<file path="config.mk">
export PLATFORM = sky130hd
export DESIGN_NAME = lsm_link_fsm
export DESIGN_NICKNAME = d
export VERILOG_FILES = /design/src/design/lsm_pkg.sv /design/src/design/lsm_tmr_if.sv /design/src/design/lsm_tick_timer.sv /design/src/design/lsm_frame_queue.sv /design/src/design/lsm_link_fsm.sv
export SDC_FILE = /design/constraint.sdc
export NUM_CORES = 1
export LEC_CHECK = 0
export ABC_AREA = 1
export BUFFER_PORTS_ARGS = -buffer_cell sky130_fd_sc_hd__buf_2
export CAP_MARGIN = 5
export CORE_MARGIN = 5
export CORE_UTILIZATION = 35
export CTS_CLUSTER_SIZE = 20
export DETAILED_ROUTE_END_ITERATION = 12
export PLACE_DENSITY = 0.63
export SYNTH_ARGS = -nofsm -noshare
export SYNTH_HDL_FRONTEND = slang
export SYNTH_HIERARCHICAL = 1
export SYNTH_SLANG_ARGS = --single-unit
</file>
<file path="constraint.sdc">
create_clock -name mclk -period 2.6 [get_ports mclk]
set_input_delay 0.13 -clock mclk [delete_from_list [all_inputs] [get_ports mclk]]
set_output_delay 0.13 -clock mclk [all_outputs]
set_load 0.005 [all_outputs]
</file>
<file path="src/design/lsm_pkg.sv">
// Shared constants and types of the point-to-point link state machine
package lsm_pkg;

   // ------------------------------------------------------------
   // Link states, coded as state number minus one
   // ------------------------------------------------------------
   typedef enum logic [2:0] {
      ST_TEI_UNASSIGNED = 3'h0,
      ST_ASSIGN_AWAIT = 3'h1,
      ST_EST_AWAIT = 3'h2,
      ST_TEI_ASSIGNED = 3'h3,
      ST_AWAIT_EST = 3'h4,
      ST_AWAIT_REL = 3'h5,
      ST_MFE = 3'h6,
      ST_TIMER_REC = 3'h7
   } lsm_state_type;

   // ------------------------------------------------------------
   // Held-back event bits, lower index is served first
   // ------------------------------------------------------------
   localparam int NEV = 12;
   localparam int EV_TEI_REMOVE = 0;
   localparam int EV_TEI_DIRECT = 1;
   localparam int EV_TEI_ASSIGN = 2;
   localparam int EV_PEER_REL = 3;
   localparam int EV_REL = 4;
   localparam int EV_PEER_EST = 5;
   localparam int EV_PEER_UA = 6;
   localparam int EV_FINAL = 7;
   localparam int EV_T200 = 8;
   localparam int EV_T203 = 9;
   localparam int EV_EST = 10;
   localparam int EV_UD = 11;

   // ------------------------------------------------------------
   // Procedure limits and error codes (0 = A ... 14 = O)
   // ------------------------------------------------------------
   localparam logic [1:0] N200 = 2'h3;
   localparam logic [2:0] K_WINDOW = 3'h1;
   localparam logic [3:0] ERR_UNSOLICITED_UA = 4'h2;
   localparam logic [3:0] ERR_RETRY_LIMIT = 4'h8;
   localparam logic [3:0] ERR_CODE_MAX = 4'he;
   localparam int QCOUNT_W = 16;
   localparam logic [QCOUNT_W-1:0] QCOUNT_MAX = 16'hffff;

   // ------------------------------------------------------------
   // Timing
   // ------------------------------------------------------------
   localparam longint CLK_HZ = 125000000;
   localparam longint T200_MS = 1000;
   localparam longint T203_S = 10;
   localparam longint T200_CYCLES = T200_MS * CLK_HZ / 1000;
   localparam longint T203_CYCLES = T203_S * CLK_HZ;

endpackage : lsm_pkg

</file>
<file path="src/design/lsm_tmr_if.sv">
// Start, stop and expiry signals between the state machine and one timer
`timescale 1ns/10ps
`default_nettype none
interface lsm_tmr_if;
   logic start;
   logic stop;
   logic expired;
   modport ctl (output start, output stop, input expired);
   modport tmr (input start, input stop, output expired);
endinterface : lsm_tmr_if
`default_nettype wire

</file>
<file path="src/design/lsm_tick_timer.sv">
// Restartable one-shot cycle timer with a one-cycle expiry pulse
`timescale 1ns/10ps
`default_nettype none
module lsm_tick_timer
   import lsm_pkg::*;
#(
   parameter logic [31:0] LOAD = 32'h00000010
) (
   input wire logic mclk,
   input wire logic rst,
   lsm_tmr_if.tmr tif
);
   typedef struct packed {
      logic [31:0] cnt;
      logic run;
      logic expired;
   } lsm_tmr_type;

   lsm_tmr_type q, d;

   always_comb begin
      d = q;
      d.expired = 1'b0;
      // Start wins over stop so a restart is never lost
      if (tif.start) begin
         d.cnt = LOAD;
         d.run = 1'b1;
      end else if (tif.stop) begin
         d.run = 1'b0;
      end else if (q.run) begin
         if (q.cnt <= 32'h00000001) begin
            d.run = 1'b0;
            d.expired = 1'b1;
         end else begin
            d.cnt = q.cnt - 32'h00000001;
         end
      end
   end

   always_ff @(posedge mclk) begin
      if (rst) begin
         q <= '0;
      end else begin
         q <= d;
      end
   end

   assign tif.expired = q.expired;
endmodule : lsm_tick_timer
`default_nettype wire

</file>
<file path="src/design/lsm_frame_queue.sv">
// Frame queue bookkeeping: pending count and a queued-up event pulse
`timescale 1ns/10ps
`default_nettype none
module lsm_frame_queue
   import lsm_pkg::*;
(
   input wire logic mclk,
   input wire logic rst,
   input wire logic push,
   input wire logic pop,
   output logic queued,
   output logic not_empty
);
   typedef struct packed {
      logic [QCOUNT_W-1:0] cnt;
      logic queued;
   } lsm_que_type;

   lsm_que_type q, d;

   always_comb begin
      d = q;
      d.queued = push;
      // Count saturates; at this width software never reaches it in practice
      if (push && !(pop && q.cnt != '0)) begin
         if (q.cnt != QCOUNT_MAX) begin
            d.cnt = q.cnt + 16'h0001;
         end
      end else if (pop && !push && q.cnt != '0) begin
         d.cnt = q.cnt - 16'h0001;
      end
   end

   always_ff @(posedge mclk) begin
      if (rst) begin
         q <= '0;
      end else begin
         q <= d;
      end
   end

   assign queued = q.queued;
   assign not_empty = (q.cnt != '0);
endmodule : lsm_frame_queue
`default_nettype wire

</file>
<file path="src/design/lsm_link_fsm.sv">
// Top state machine of a point-to-point D-channel data link entity
`timescale 1ns/10ps
`default_nettype none
// ------------------------------------------------------------
// ------------------------------------------------------------
module lsm_link_fsm
   import lsm_pkg::*;
#(
   parameter logic [31:0] T200_LOAD = 32'(T200_CYCLES),
   parameter logic [31:0] T203_LOAD = 32'(T203_CYCLES)
) (
   input wire logic mclk,
   input wire logic rst,
   input wire logic ud_req,
   input wire logic est_req,
   input wire logic rel_req,
   input wire logic data_req,
   input wire logic tei_assigned,
   input wire logic tei_direct,
   input wire logic tei_removed,
   input wire logic peer_establish,
   input wire logic peer_release,
   input wire logic peer_ua,
   input wire logic peer_final,
   input wire logic peer_ack,
   input wire logic frame_seen,
   input wire logic peer_busy_set,
   input wire logic peer_busy_clr,
   input wire logic reject_set,
   input wire logic reject_clr,
   input wire logic own_busy_set,
   input wire logic own_busy_clr,
   output logic [2:0] link_state,
   output logic tei_request,
   output logic send_sabme,
   output logic send_disc,
   output logic send_poll,
   output logic poll_rnr,
   output logic send_ui,
   output logic send_i,
   output logic error_ind,
   output logic [3:0] error_code,
   output logic peer_busy,
   output logic reject_exception,
   output logic own_busy,
   output logic [1:0] retransmission_counter
);
   // ------------------------------------------------------------
   // State record
   // ------------------------------------------------------------
   typedef struct packed {
      lsm_state_type state;
      logic [NEV-1:0] pend;
      logic settle;
      logic [1:0] rc;
      logic peer_busy;
      logic reject_exc;
      logic own_busy;
      logic tei_req;
      logic send_sabme;
      logic send_disc;
      logic send_poll;
      logic poll_rnr;
      logic send_ui;
      logic send_i;
      logic err_ind;
      logic [3:0] err_code;
      logic ui_svc;
      logic i_svc;
      logic [2:0] outstanding;
      logic t200_start;
      logic t200_stop;
      logic t203_start;
      logic t203_stop;
   } lsm_fsm_type;

   lsm_fsm_type q, d;
   lsm_state_type nxt;
   logic [NEV-1:0] arr;
   logic [NEV-1:0] ev;
   logic ui_queued, ui_ne, i_queued, i_ne;
   logic ui_fire, i_fire;

   function automatic logic [NEV-1:0] first_one(input logic [NEV-1:0] v);
      return v & (~v + {{(NEV-1){1'b0}}, 1'b1});
   endfunction : first_one

   function automatic logic in_mfe(input lsm_state_type s);
      return (s == ST_MFE) || (s == ST_TIMER_REC);
   endfunction : in_mfe

   function automatic logic retry_ok(input logic [1:0] rc);
      return rc < N200;
   endfunction : retry_ok

   // ------------------------------------------------------------
   // Timers and queues
   // ------------------------------------------------------------
   lsm_tmr_if t200_if ();
   lsm_tmr_if t203_if ();

   lsm_tick_timer #(.LOAD(T200_LOAD)) u_t200 (
      .mclk(mclk),
      .rst(rst),
      .tif(t200_if.tmr)
   );

   // Idle supervision, ten seconds unless overridden
   lsm_tick_timer #(.LOAD(T203_LOAD)) u_t203 (
      .mclk(mclk),
      .rst(rst),
      .tif(t203_if.tmr)
   );

   assign t200_if.start = q.t200_start;
   assign t200_if.stop = q.t200_stop;
   assign t203_if.start = q.t203_start;
   assign t203_if.stop = q.t203_stop;

   // Two independent queues, only counts are kept here
   lsm_frame_queue u_ui_q (
      .mclk(mclk),
      .rst(rst),
      .push(ud_req),
      .pop(ui_fire),
      .queued(ui_queued),
      .not_empty(ui_ne)
   );

   lsm_frame_queue u_i_q (
      .mclk(mclk),
      .rst(rst),
      .push(data_req),
      .pop(i_fire),
      .queued(i_queued),
      .not_empty(i_ne)
   );

   // Queue service leaves the link state alone
   assign ui_fire = q.ui_svc && ui_ne && (q.state >= ST_TEI_ASSIGNED);
   // Window and peer busy gate the I queue
   assign i_fire = q.i_svc && i_ne && (q.state == ST_MFE) && !q.peer_busy && (q.outstanding < K_WINDOW);

   // ------------------------------------------------------------
   // Next state
   // ------------------------------------------------------------
   always_comb begin
      d = q;
      d.send_sabme = 1'b0;
      d.send_disc = 1'b0;
      d.send_poll = 1'b0;
      d.send_ui = ui_fire;
      d.send_i = i_fire;
      d.err_ind = 1'b0;
      d.settle = 1'b0;
      d.t200_start = 1'b0;
      d.t200_stop = 1'b0;
      d.t203_start = 1'b0;
      d.t203_stop = 1'b0;
      arr = '0;
      arr[EV_TEI_REMOVE] = tei_removed;
      arr[EV_TEI_DIRECT] = tei_direct;
      arr[EV_TEI_ASSIGN] = tei_assigned;
      arr[EV_PEER_REL] = peer_release;
      arr[EV_REL] = rel_req;
      arr[EV_PEER_EST] = peer_establish;
      arr[EV_PEER_UA] = peer_ua;
      arr[EV_FINAL] = peer_final;
      arr[EV_T200] = t200_if.expired;
      arr[EV_T203] = t203_if.expired;
      arr[EV_EST] = est_req;
      arr[EV_UD] = ud_req;
      // Nothing is served in the settling cycle; arrivals are merged, never lost
      ev = q.settle ? '0 : first_one(q.pend);
      d.pend = (q.pend & ~ev) | arr;
      nxt = q.state;

      // Queued-up pulses open a service window until the queue drains
      d.ui_svc = ui_queued || (q.ui_svc && ui_ne);
      d.i_svc = i_queued || (q.i_svc && i_ne);
      if (i_fire && !peer_ack) begin
         d.outstanding = q.outstanding + 3'h1;
      end else if (peer_ack && !i_fire && q.outstanding != 3'h0) begin
         d.outstanding = q.outstanding - 3'h1;
      end

      if (ev[EV_TEI_REMOVE]) begin
         nxt = ST_TEI_UNASSIGNED;
      end else begin
         unique case (q.state)
            ST_TEI_UNASSIGNED: begin
               if (ev[EV_TEI_DIRECT]) begin
                  nxt = ST_TEI_ASSIGNED;
               end else if (ev[EV_UD]) begin
                  nxt = ST_ASSIGN_AWAIT;
               end else if (ev[EV_EST]) begin
                  nxt = ST_EST_AWAIT;
               end
            end
            ST_ASSIGN_AWAIT: begin
               if (ev[EV_TEI_ASSIGN] || ev[EV_TEI_DIRECT]) begin
                  nxt = ST_TEI_ASSIGNED;
               end else if (ev[EV_EST]) begin
                  nxt = ST_EST_AWAIT;
               end
            end
            ST_EST_AWAIT: begin
               if (ev[EV_TEI_ASSIGN] || ev[EV_TEI_DIRECT]) begin
                  nxt = ST_AWAIT_EST;
                  d.send_sabme = 1'b1;
                  d.rc = 2'h0;
                  d.t200_start = 1'b1;
               end
            end
            ST_TEI_ASSIGNED: begin
               if (ev[EV_PEER_EST]) begin
                  nxt = ST_MFE;
               end else if (ev[EV_EST]) begin
                  nxt = ST_AWAIT_EST;
                  d.send_sabme = 1'b1;
                  d.rc = 2'h0;
                  d.t200_start = 1'b1;
               end else if (ev[EV_PEER_UA]) begin
                  d.err_ind = 1'b1;
                  d.err_code = ERR_UNSOLICITED_UA;
               end
            end
            ST_AWAIT_EST: begin
               if (ev[EV_PEER_REL]) begin
                  nxt = ST_TEI_ASSIGNED;
               end else if (ev[EV_PEER_UA] || ev[EV_PEER_EST]) begin
                  nxt = ST_MFE;
               end else if (ev[EV_T200]) begin
                  if (retry_ok(q.rc)) begin
                     d.rc = q.rc + 2'h1;
                     d.send_sabme = 1'b1;
                     d.t200_start = 1'b1;
                  end else begin
                     nxt = ST_TEI_ASSIGNED;
                     d.err_ind = 1'b1;
                     d.err_code = ERR_RETRY_LIMIT;
                  end
               end
            end
            ST_AWAIT_REL: begin
               if (ev[EV_PEER_UA] || ev[EV_PEER_REL]) begin
                  nxt = ST_TEI_ASSIGNED;
               end else if (ev[EV_T200]) begin
                  if (retry_ok(q.rc)) begin
                     d.rc = q.rc + 2'h1;
                     d.send_disc = 1'b1;
                     d.t200_start = 1'b1;
                  end else begin
                     nxt = ST_TEI_ASSIGNED;
                     d.err_ind = 1'b1;
                     d.err_code = ERR_RETRY_LIMIT;
                  end
               end
            end
            ST_MFE: begin
               if (ev[EV_PEER_REL]) begin
                  nxt = ST_TEI_ASSIGNED;
               end else if (ev[EV_REL]) begin
                  nxt = ST_AWAIT_REL;
                  d.send_disc = 1'b1;
                  d.rc = 2'h0;
                  d.t200_start = 1'b1;
               end else if (ev[EV_T200] || ev[EV_T203]) begin
                  nxt = ST_TIMER_REC;
                  d.rc = 2'h0;
                  d.send_poll = 1'b1;
                  d.poll_rnr = q.own_busy;
                  d.t200_start = 1'b1;
               end else if (ev[EV_PEER_UA]) begin
                  d.err_ind = 1'b1;
                  d.err_code = ERR_UNSOLICITED_UA;
               end
            end
            ST_TIMER_REC: begin
               if (ev[EV_PEER_REL]) begin
                  nxt = ST_TEI_ASSIGNED;
               end else if (ev[EV_REL]) begin
                  nxt = ST_AWAIT_REL;
                  d.send_disc = 1'b1;
                  d.rc = 2'h0;
                  d.t200_start = 1'b1;
               end else if (ev[EV_FINAL]) begin
                  nxt = ST_MFE;
               end else if (ev[EV_T200]) begin
                  if (retry_ok(q.rc)) begin
                     d.rc = q.rc + 2'h1;
                     d.send_poll = 1'b1;
                     d.poll_rnr = q.own_busy;
                     d.t200_start = 1'b1;
                  end else begin
                     // Give up on the peer and start establishment afresh
                     nxt = ST_AWAIT_EST;
                     d.err_ind = 1'b1;
                     d.err_code = ERR_RETRY_LIMIT;
                     d.send_sabme = 1'b1;
                     d.rc = 2'h0;
                     d.t200_start = 1'b1;
                  end
               end
            end
         endcase
      end

      // Entry and exit actions shared by all transitions
      if (nxt != q.state) begin
         d.settle = 1'b1;
         if (nxt == ST_MFE) begin
            d.t200_stop = 1'b1;
            d.t203_start = 1'b1;
            d.outstanding = 3'h0;
         end
         if (q.state == ST_MFE) begin
            d.t203_stop = 1'b1;
         end
         if (nxt <= ST_TEI_ASSIGNED) begin
            d.t200_stop = 1'b1;
         end
      end else if (q.state == ST_MFE && frame_seen && !d.t200_start) begin
         d.t203_start = 1'b1;
      end

      // Conditions live only in 7 and 8; set wins over clear
      if (in_mfe(q.state) && in_mfe(nxt)) begin
         d.peer_busy = peer_busy_set || (q.peer_busy && !peer_busy_clr);
         d.reject_exc = reject_set || (q.reject_exc && !reject_clr);
         d.own_busy = own_busy_set || (q.own_busy && !own_busy_clr);
      end else begin
         d.peer_busy = 1'b0;
         d.reject_exc = 1'b0;
         d.own_busy = 1'b0;
      end

      d.state = nxt;
      d.tei_req = (nxt <= ST_EST_AWAIT);
   end

   always_ff @(posedge mclk) begin
      if (rst) begin
         q <= '0;
         q.tei_req <= 1'b1;
      end else begin
         q <= d;
      end
   end

   // ------------------------------------------------------------
   // Outputs
   // ------------------------------------------------------------
   assign link_state = q.state;
   assign tei_request = q.tei_req;
   assign send_sabme = q.send_sabme;
   assign send_disc = q.send_disc;
   assign send_poll = q.send_poll;
   assign poll_rnr = q.poll_rnr;
   assign send_ui = q.send_ui;
   assign send_i = q.send_i;
   assign error_ind = q.err_ind;
   assign error_code = q.err_code;
   assign peer_busy = q.peer_busy;
   assign reject_exception = q.reject_exc;
   assign own_busy = q.own_busy;
   assign retransmission_counter = q.rc;
endmodule : lsm_link_fsm
`default_nettype wire

</file>
**Word-level counts from Yosys, hierarchy flattened**

Cells that the tools add are included.

- Flip-flop bits (word level): 144
- Latch bits: 0
- RAM bits: 0
- Memory bits (read-only): 0
- Logic and storage cells: 291
- Memories kept: 0

- Add/sub/neg operators: 10
- Multiply operators: 0
- Div/mod/pow operators: 0
- Order comparisons: 7
- Equal/unequal tests: 37
- Shift operators: 0
- Mux-type cells: 116
- Bitwise gates (word level): 14
- Reductions and logical operators: 72

Operators by type and width:

| cell | number |
|---|---|
| two-way mux 16 bit | 6 |
| two-way mux 3 bit | 26 |
| two-way mux 5 bit | 14 |
| less-or-equal comparator 32 x 1 -> 1 bit, second input constant | 2 |
| subtractor 32 x 1 -> 32 bit, second input constant | 2 |
| two-way mux 31 bit | 2 |
| two-way mux 27 bit | 2 |
| two-way mux 2 bit | 25 |
| inequality test 2 bit, second input constant | 20 |
| two-way mux 33 bit | 1 |
| adder 16 x 1 -> 16 bit, second input constant | 2 |
| two-way mux 32 bit | 1 |
| inequality test 16 bit, second input constant | 2 |
| nonzero test 16 bit | 2 |
| subtractor 16 x 1 -> 16 bit, second input constant | 2 |
| two-way mux 29 bit | 1 |
| two-way mux 1 bit | 28 |
| two-way mux 28 bit | 1 |
| AND reduction 13 bit | 2 |
| case mux 5 bit (5 select lines) | 1 |
| bitwise AND 12 bit | 2 |
| NOT 12 bit | 2 |
| case mux 3 bit (8 select lines) | 1 |
| logical AND 1 bit | 23 |
| 35 further kinds | 86 |

**Longest topological paths before layout**

- Depth in word-level cells: 15
- Depth in mapped cells: 22
- Mapped depth without buffers: 22

**Hierarchy**

The synthesis kept the hierarchy.

By module, submodules not included:

| module | instances | cells each | area an instance (µm²) |
|---|---|---|---|
| lsm_link_fsm | 1 | 359 | 2418.6 |
| lsm_tick_timer at u_t203 | 1 | 358 | 2189.6 |
| lsm_tick_timer at u_t200 | 1 | 351 | 2178.3 |
| lsm_frame_queue at u_ui_q | 1 | 234 | 1522.7 |
| lsm_frame_queue at u_i_q | 1 | 235 | 1514.0 |

**Worst setup path after synthesis**

OpenSTA, ideal clock, no wires.

- Kind: register to register
- Start: register u_i_q/q[1] in the netlist's numbering
- End: register u_i_q/q[16] in the netlist's numbering
- Arrival time: 2.580 ns
- Slack: -0.044 ns
- Stages on the path, launching flop included: 23
- Cells stage by stage: dfxtp_1 > nor2_1 > nand2_1 > nor2_2 > nand2_2 > nand2_1 > inv_1 > nand4_1 > nor2_1 > nand2_2 > nand2_1 > ha_1 > nand2_1 > inv_1 > nand2_1 > nand2_1 > a21oi_1 > nand2_1 > nand2_1 > nand2_1 > nor2_1 > nor2_1 > nor2_1

RTL lines:

| element | RTL line | text |
|---|---|---|
| start: declaration | lsm_frame_queue.sv:19 | `lsm_que_type q, d;` |
| start signal: assignment | lsm_frame_queue.sv:36 | `q <= '0;` |
| start signal: assignment | lsm_frame_queue.sv:38 | `q <= d;` |

==> flow_metrics.py <==
metrics = {
    "global_route": {
        "overflow": 0,
        "grt_start_max_net_pins": 33,
        "track_usage_pct": 16.7,
        "grt_pass1_wl_mm": 43.8,
        "antenna_found_initial": 0,
        "grt_pass1_vias": 9258,
    },
    "min_path": {
        "worstHoldPathCells": 2,
        "min_path_type": "in -> reg",
        "hold_path.startpoint": "rst",
        "min_to": "u_ui_q/queued",
    },
    "setup_path": {
        "start_kind": "flip-flop",
        "crit_required_ns": 2.92,
        "r2r_cells": 22,
        "rr_startpoint": "u_ui_q/q[13]",
        "cp_max_fo": 8,
        "reg2reg_setup_slack_ns": -0.02,
        "cp.arrival_ns": 2.94,
        "rr_endpoint": "u_ui_q/q[16]",
        "end_kind": "flip-flop",
        "path_class": "reg -> reg",
    },
    "place": {
        "gp_congestion": 0.930,
        "portBuffers": 40,
        "dp_hpwl_mm": 19.7,
    },
    "logic_synthesis": {
        "synth_compound_area_share_pct": 11.9,
        "synthCells": 1537,
        "synth_top_area_share_pct": 29.3,
        "yosysSeqAreaShare_pct": 29.3,
        "ys_warn_count": 6,
        "syn_nets": 1598,
        "netlist_area_um2": 9820,
        "yosys.cell_types.count": 52,
        "yosys_most_used_dff": "dfxtp_1",
        "synth_mux_area_share_pct": 0,
        "ys_ff_latch": 144,
        "async_flop_share_pct": 0,
        "synth_top_family_by_area": "simple AND/OR/NAND/NOR gates",
        "yosysTopAreaCell": "dfxtp_1",
        "syn_avg_cell_area_um2": 6.39,
        "synth_edf_count": 0,
        "yosys.area_share.simple_pct": 40.0,
        "synthTopCellsByArea": "dfxtp_1 (29%), nand2_1 (14%), nor2_1 (10%)",
        "synth_xor_area_share_pct": 3.48,
        "synthAdderAreaFrac_pct": 5.25,
    },
    "drt": {
        "drt-total-wl_mm": 27.0,
        "drc_errors": 0,
        "num_vias": 9910,
        "wl_per_cell_um": 13.2,
        "drtAntennaViolNets": 0,
        "dr.pass1.iters": 5,
        "first_iter_violations": 614,
        "viasPerCell": 4.84,
    },
    "sta": {
        "finalMaxSlewViolations": 0,
        "skew_ns": 0.0118,
        "slew_headroom_pct": 54.7,
        "period_share_pct": 101,
        "worstMarginPinSlew_ns": 0.677,
        "fin_crit_ns": 2.62,
        "setup_ws_ns": -0.0164,
        "finalSetupViolCount": 1,
        "rsz0062_at_grt": "true",
        "fmax_mhz": 382,
        "hold_violations": 0,
    },
    "clocking": {
        "clk_pin_slew_ns": 0.06,
        "cts_sinks": 144,
        "numCtsBuffers": 17,
        "cts_root_buf": "clkbuf_16",
        "htreeDepth": 4,
        "clkLatencyLatePin_ns": 0.43,
        "cts_buffer_depth": 2,
        "cts_tree": "yes",
    },
    "run": {
        "drv_cap": 0,
    },
    "die": {
        "core_um2": 27800,
        "ios": 41,
        "dieWidth_um": 178,
        "start_util_pct": 35.4,
        "die_area_um2": 31500,
        "rows": 61,
        "die_h_um": 178,
    },
    "layout": {
        "layout_common_cells": "nand2_1 (322), nor2_1 (257), inv_1 (182), dfxtp_1 (131), a21oi_1 (96)",
        "final_common_cell": "nand2_1",
        "fin_util_pct": 44.3,
        "drive_above_1_share_pct": 21.6,
        "syn2layout_area_growth_pct": 25.4,
        "insertedDiodeCount": 0,
        "final_nets": 1717,
    },
    "pwr": {
        "pwr_density_cell_nw_per_um2": 690,
        "ir_worst_vdd_mv": 0.418,
        "totalPowerFinal_w": 0.00850,
        "leakage_nw": 5.94,
    },
    "run_status": {
        "violations": "setup timing",
        "outcome": "complete, but fails checks",
    },
}
[worst max path at each step]
stage	startpoint	end	cells after the start
finish	u_ui_q/q[13]	u_ui_q/q[16]	22
global route	u_i_q/q[3]	u_i_q/q[16]	22
CTS	u_ui_q/q[10]	u_ui_q/q[16]	21
detailed placement	u_i_q/q[6]	u_i_q/q[16]	22
global placement	u_i_q/q[2]	u_i_q/q[16]	22
floorplan	link_state[1]	u_ui_q/q[16]	19
[sequential cells by signal, summed over array words and instances (netlist names), 2 cells and up]
signal                  flops
u_i_q/q                    16
retransmission_counter      2
q                          18
u_t200/q                   33
link_state                  3
u_t203/q                   33
u_ui_q/q                   16
error_code                  4
[stage by stage]
stage	setup TNS (ns)	instance area (um^2)	hold WS (ns)	setup WS [ns]	std cells
2_1_floorplan	0	9830	0.199	0.0632	1537
3_3_place_gp	-0.118	10700	0.341	-0.0750	1981
3_5_place_dp	-0.434	10700	0.348	-0.129	1981
4_1_cts	0	11600	0.0347	0.00587	2030
5_1_grt	-1.31	12300	0.119	-0.187	2047
6_report	-0.0164	12300	0.0934	-0.0164	2047
[synth_stat cells (16+ instances only)]
cell,count
nand3_1,91
o21ai_1,41
nand2_2,22
nand4_1,47
a21oi_1,113
ha_1,38
xnor2_1,23
nor2_2,25
nor2_1,267
xor2_1,16
inv_1,186
nor3_1,23
nand2_1,356
o21ai_0,23
dfxtp_1,144
[where the power goes]
part           total, W  switching, W  internal, W
Clock           0.00256       0.00100      0.00156
Combinational   0.00340       0.00204      0.00136
Sequential      0.00253      0.000150      0.00238
Total           0.00850       0.00319      0.00531
[what timing repair did]
action	in CTS	in global routing
hold buffers	16	0
setup endpoints to repair	8	20
cloned	0	2
gates resized for setup	9	130
pin swaps	1	37
setup buffers	1	15
hold endpoints to repair	14	0
[critical path: stages (launching register included)]
cell	delay, ns
dfxtp_2	0.32
nor2_2	0.12
nand2_1	0.08
nor2_2	0.16
nand2_2	0.10
nand2_2	0.10
nor2_4	0.05
nand2_4	0.08
nand2_4	0.07
buf_12	0.15
buf_12	0.15
ha_4	0.30
nand2_4	0.07
inv_4	0.07
nand2_4	0.06
nor3_4	0.18
nand2_2	0.08
nand2_2	0.07
nand2_2	0.05
nand2_1	0.06
nor2_1	0.05
nor2_1	0.08
nor2_1	0.05
[cell families (layout without fill, tap and decap cells)]
group | count (synthesis) | count (layout)
compound gates | 211 | 211
xor+xnor | 39 | 39
fa+ha+maj | 40 | 40
buf+inv | 230 | 361
flops | 144 | 144
simple gates | 873 | 874
[area by class of cell]
cell class / instances / area, um^2
fillers: 2853 / 15500
multi-input cells: 1164 / 6590
flip-flops and latches: 144 / 2900
repair buffers: 135 / 1010
inverters: 194 / 732
well taps: 378 / 473
clock buffers: 19 / 453
clock inverters: 13 / 161
[layer usage]
layer | GRT usage [%] | wire [um] | up-vias
met5 | 0 | 0 | -
met2 | 29.2 | 13400 | 190
met4 | 4.61 | 411 | 0
li1 | - | - | 5200
met1 | 21.5 | 12200 | 4483
met3 | 2.56 | 1010 | 37
Power figures use the tool's default switching activity.
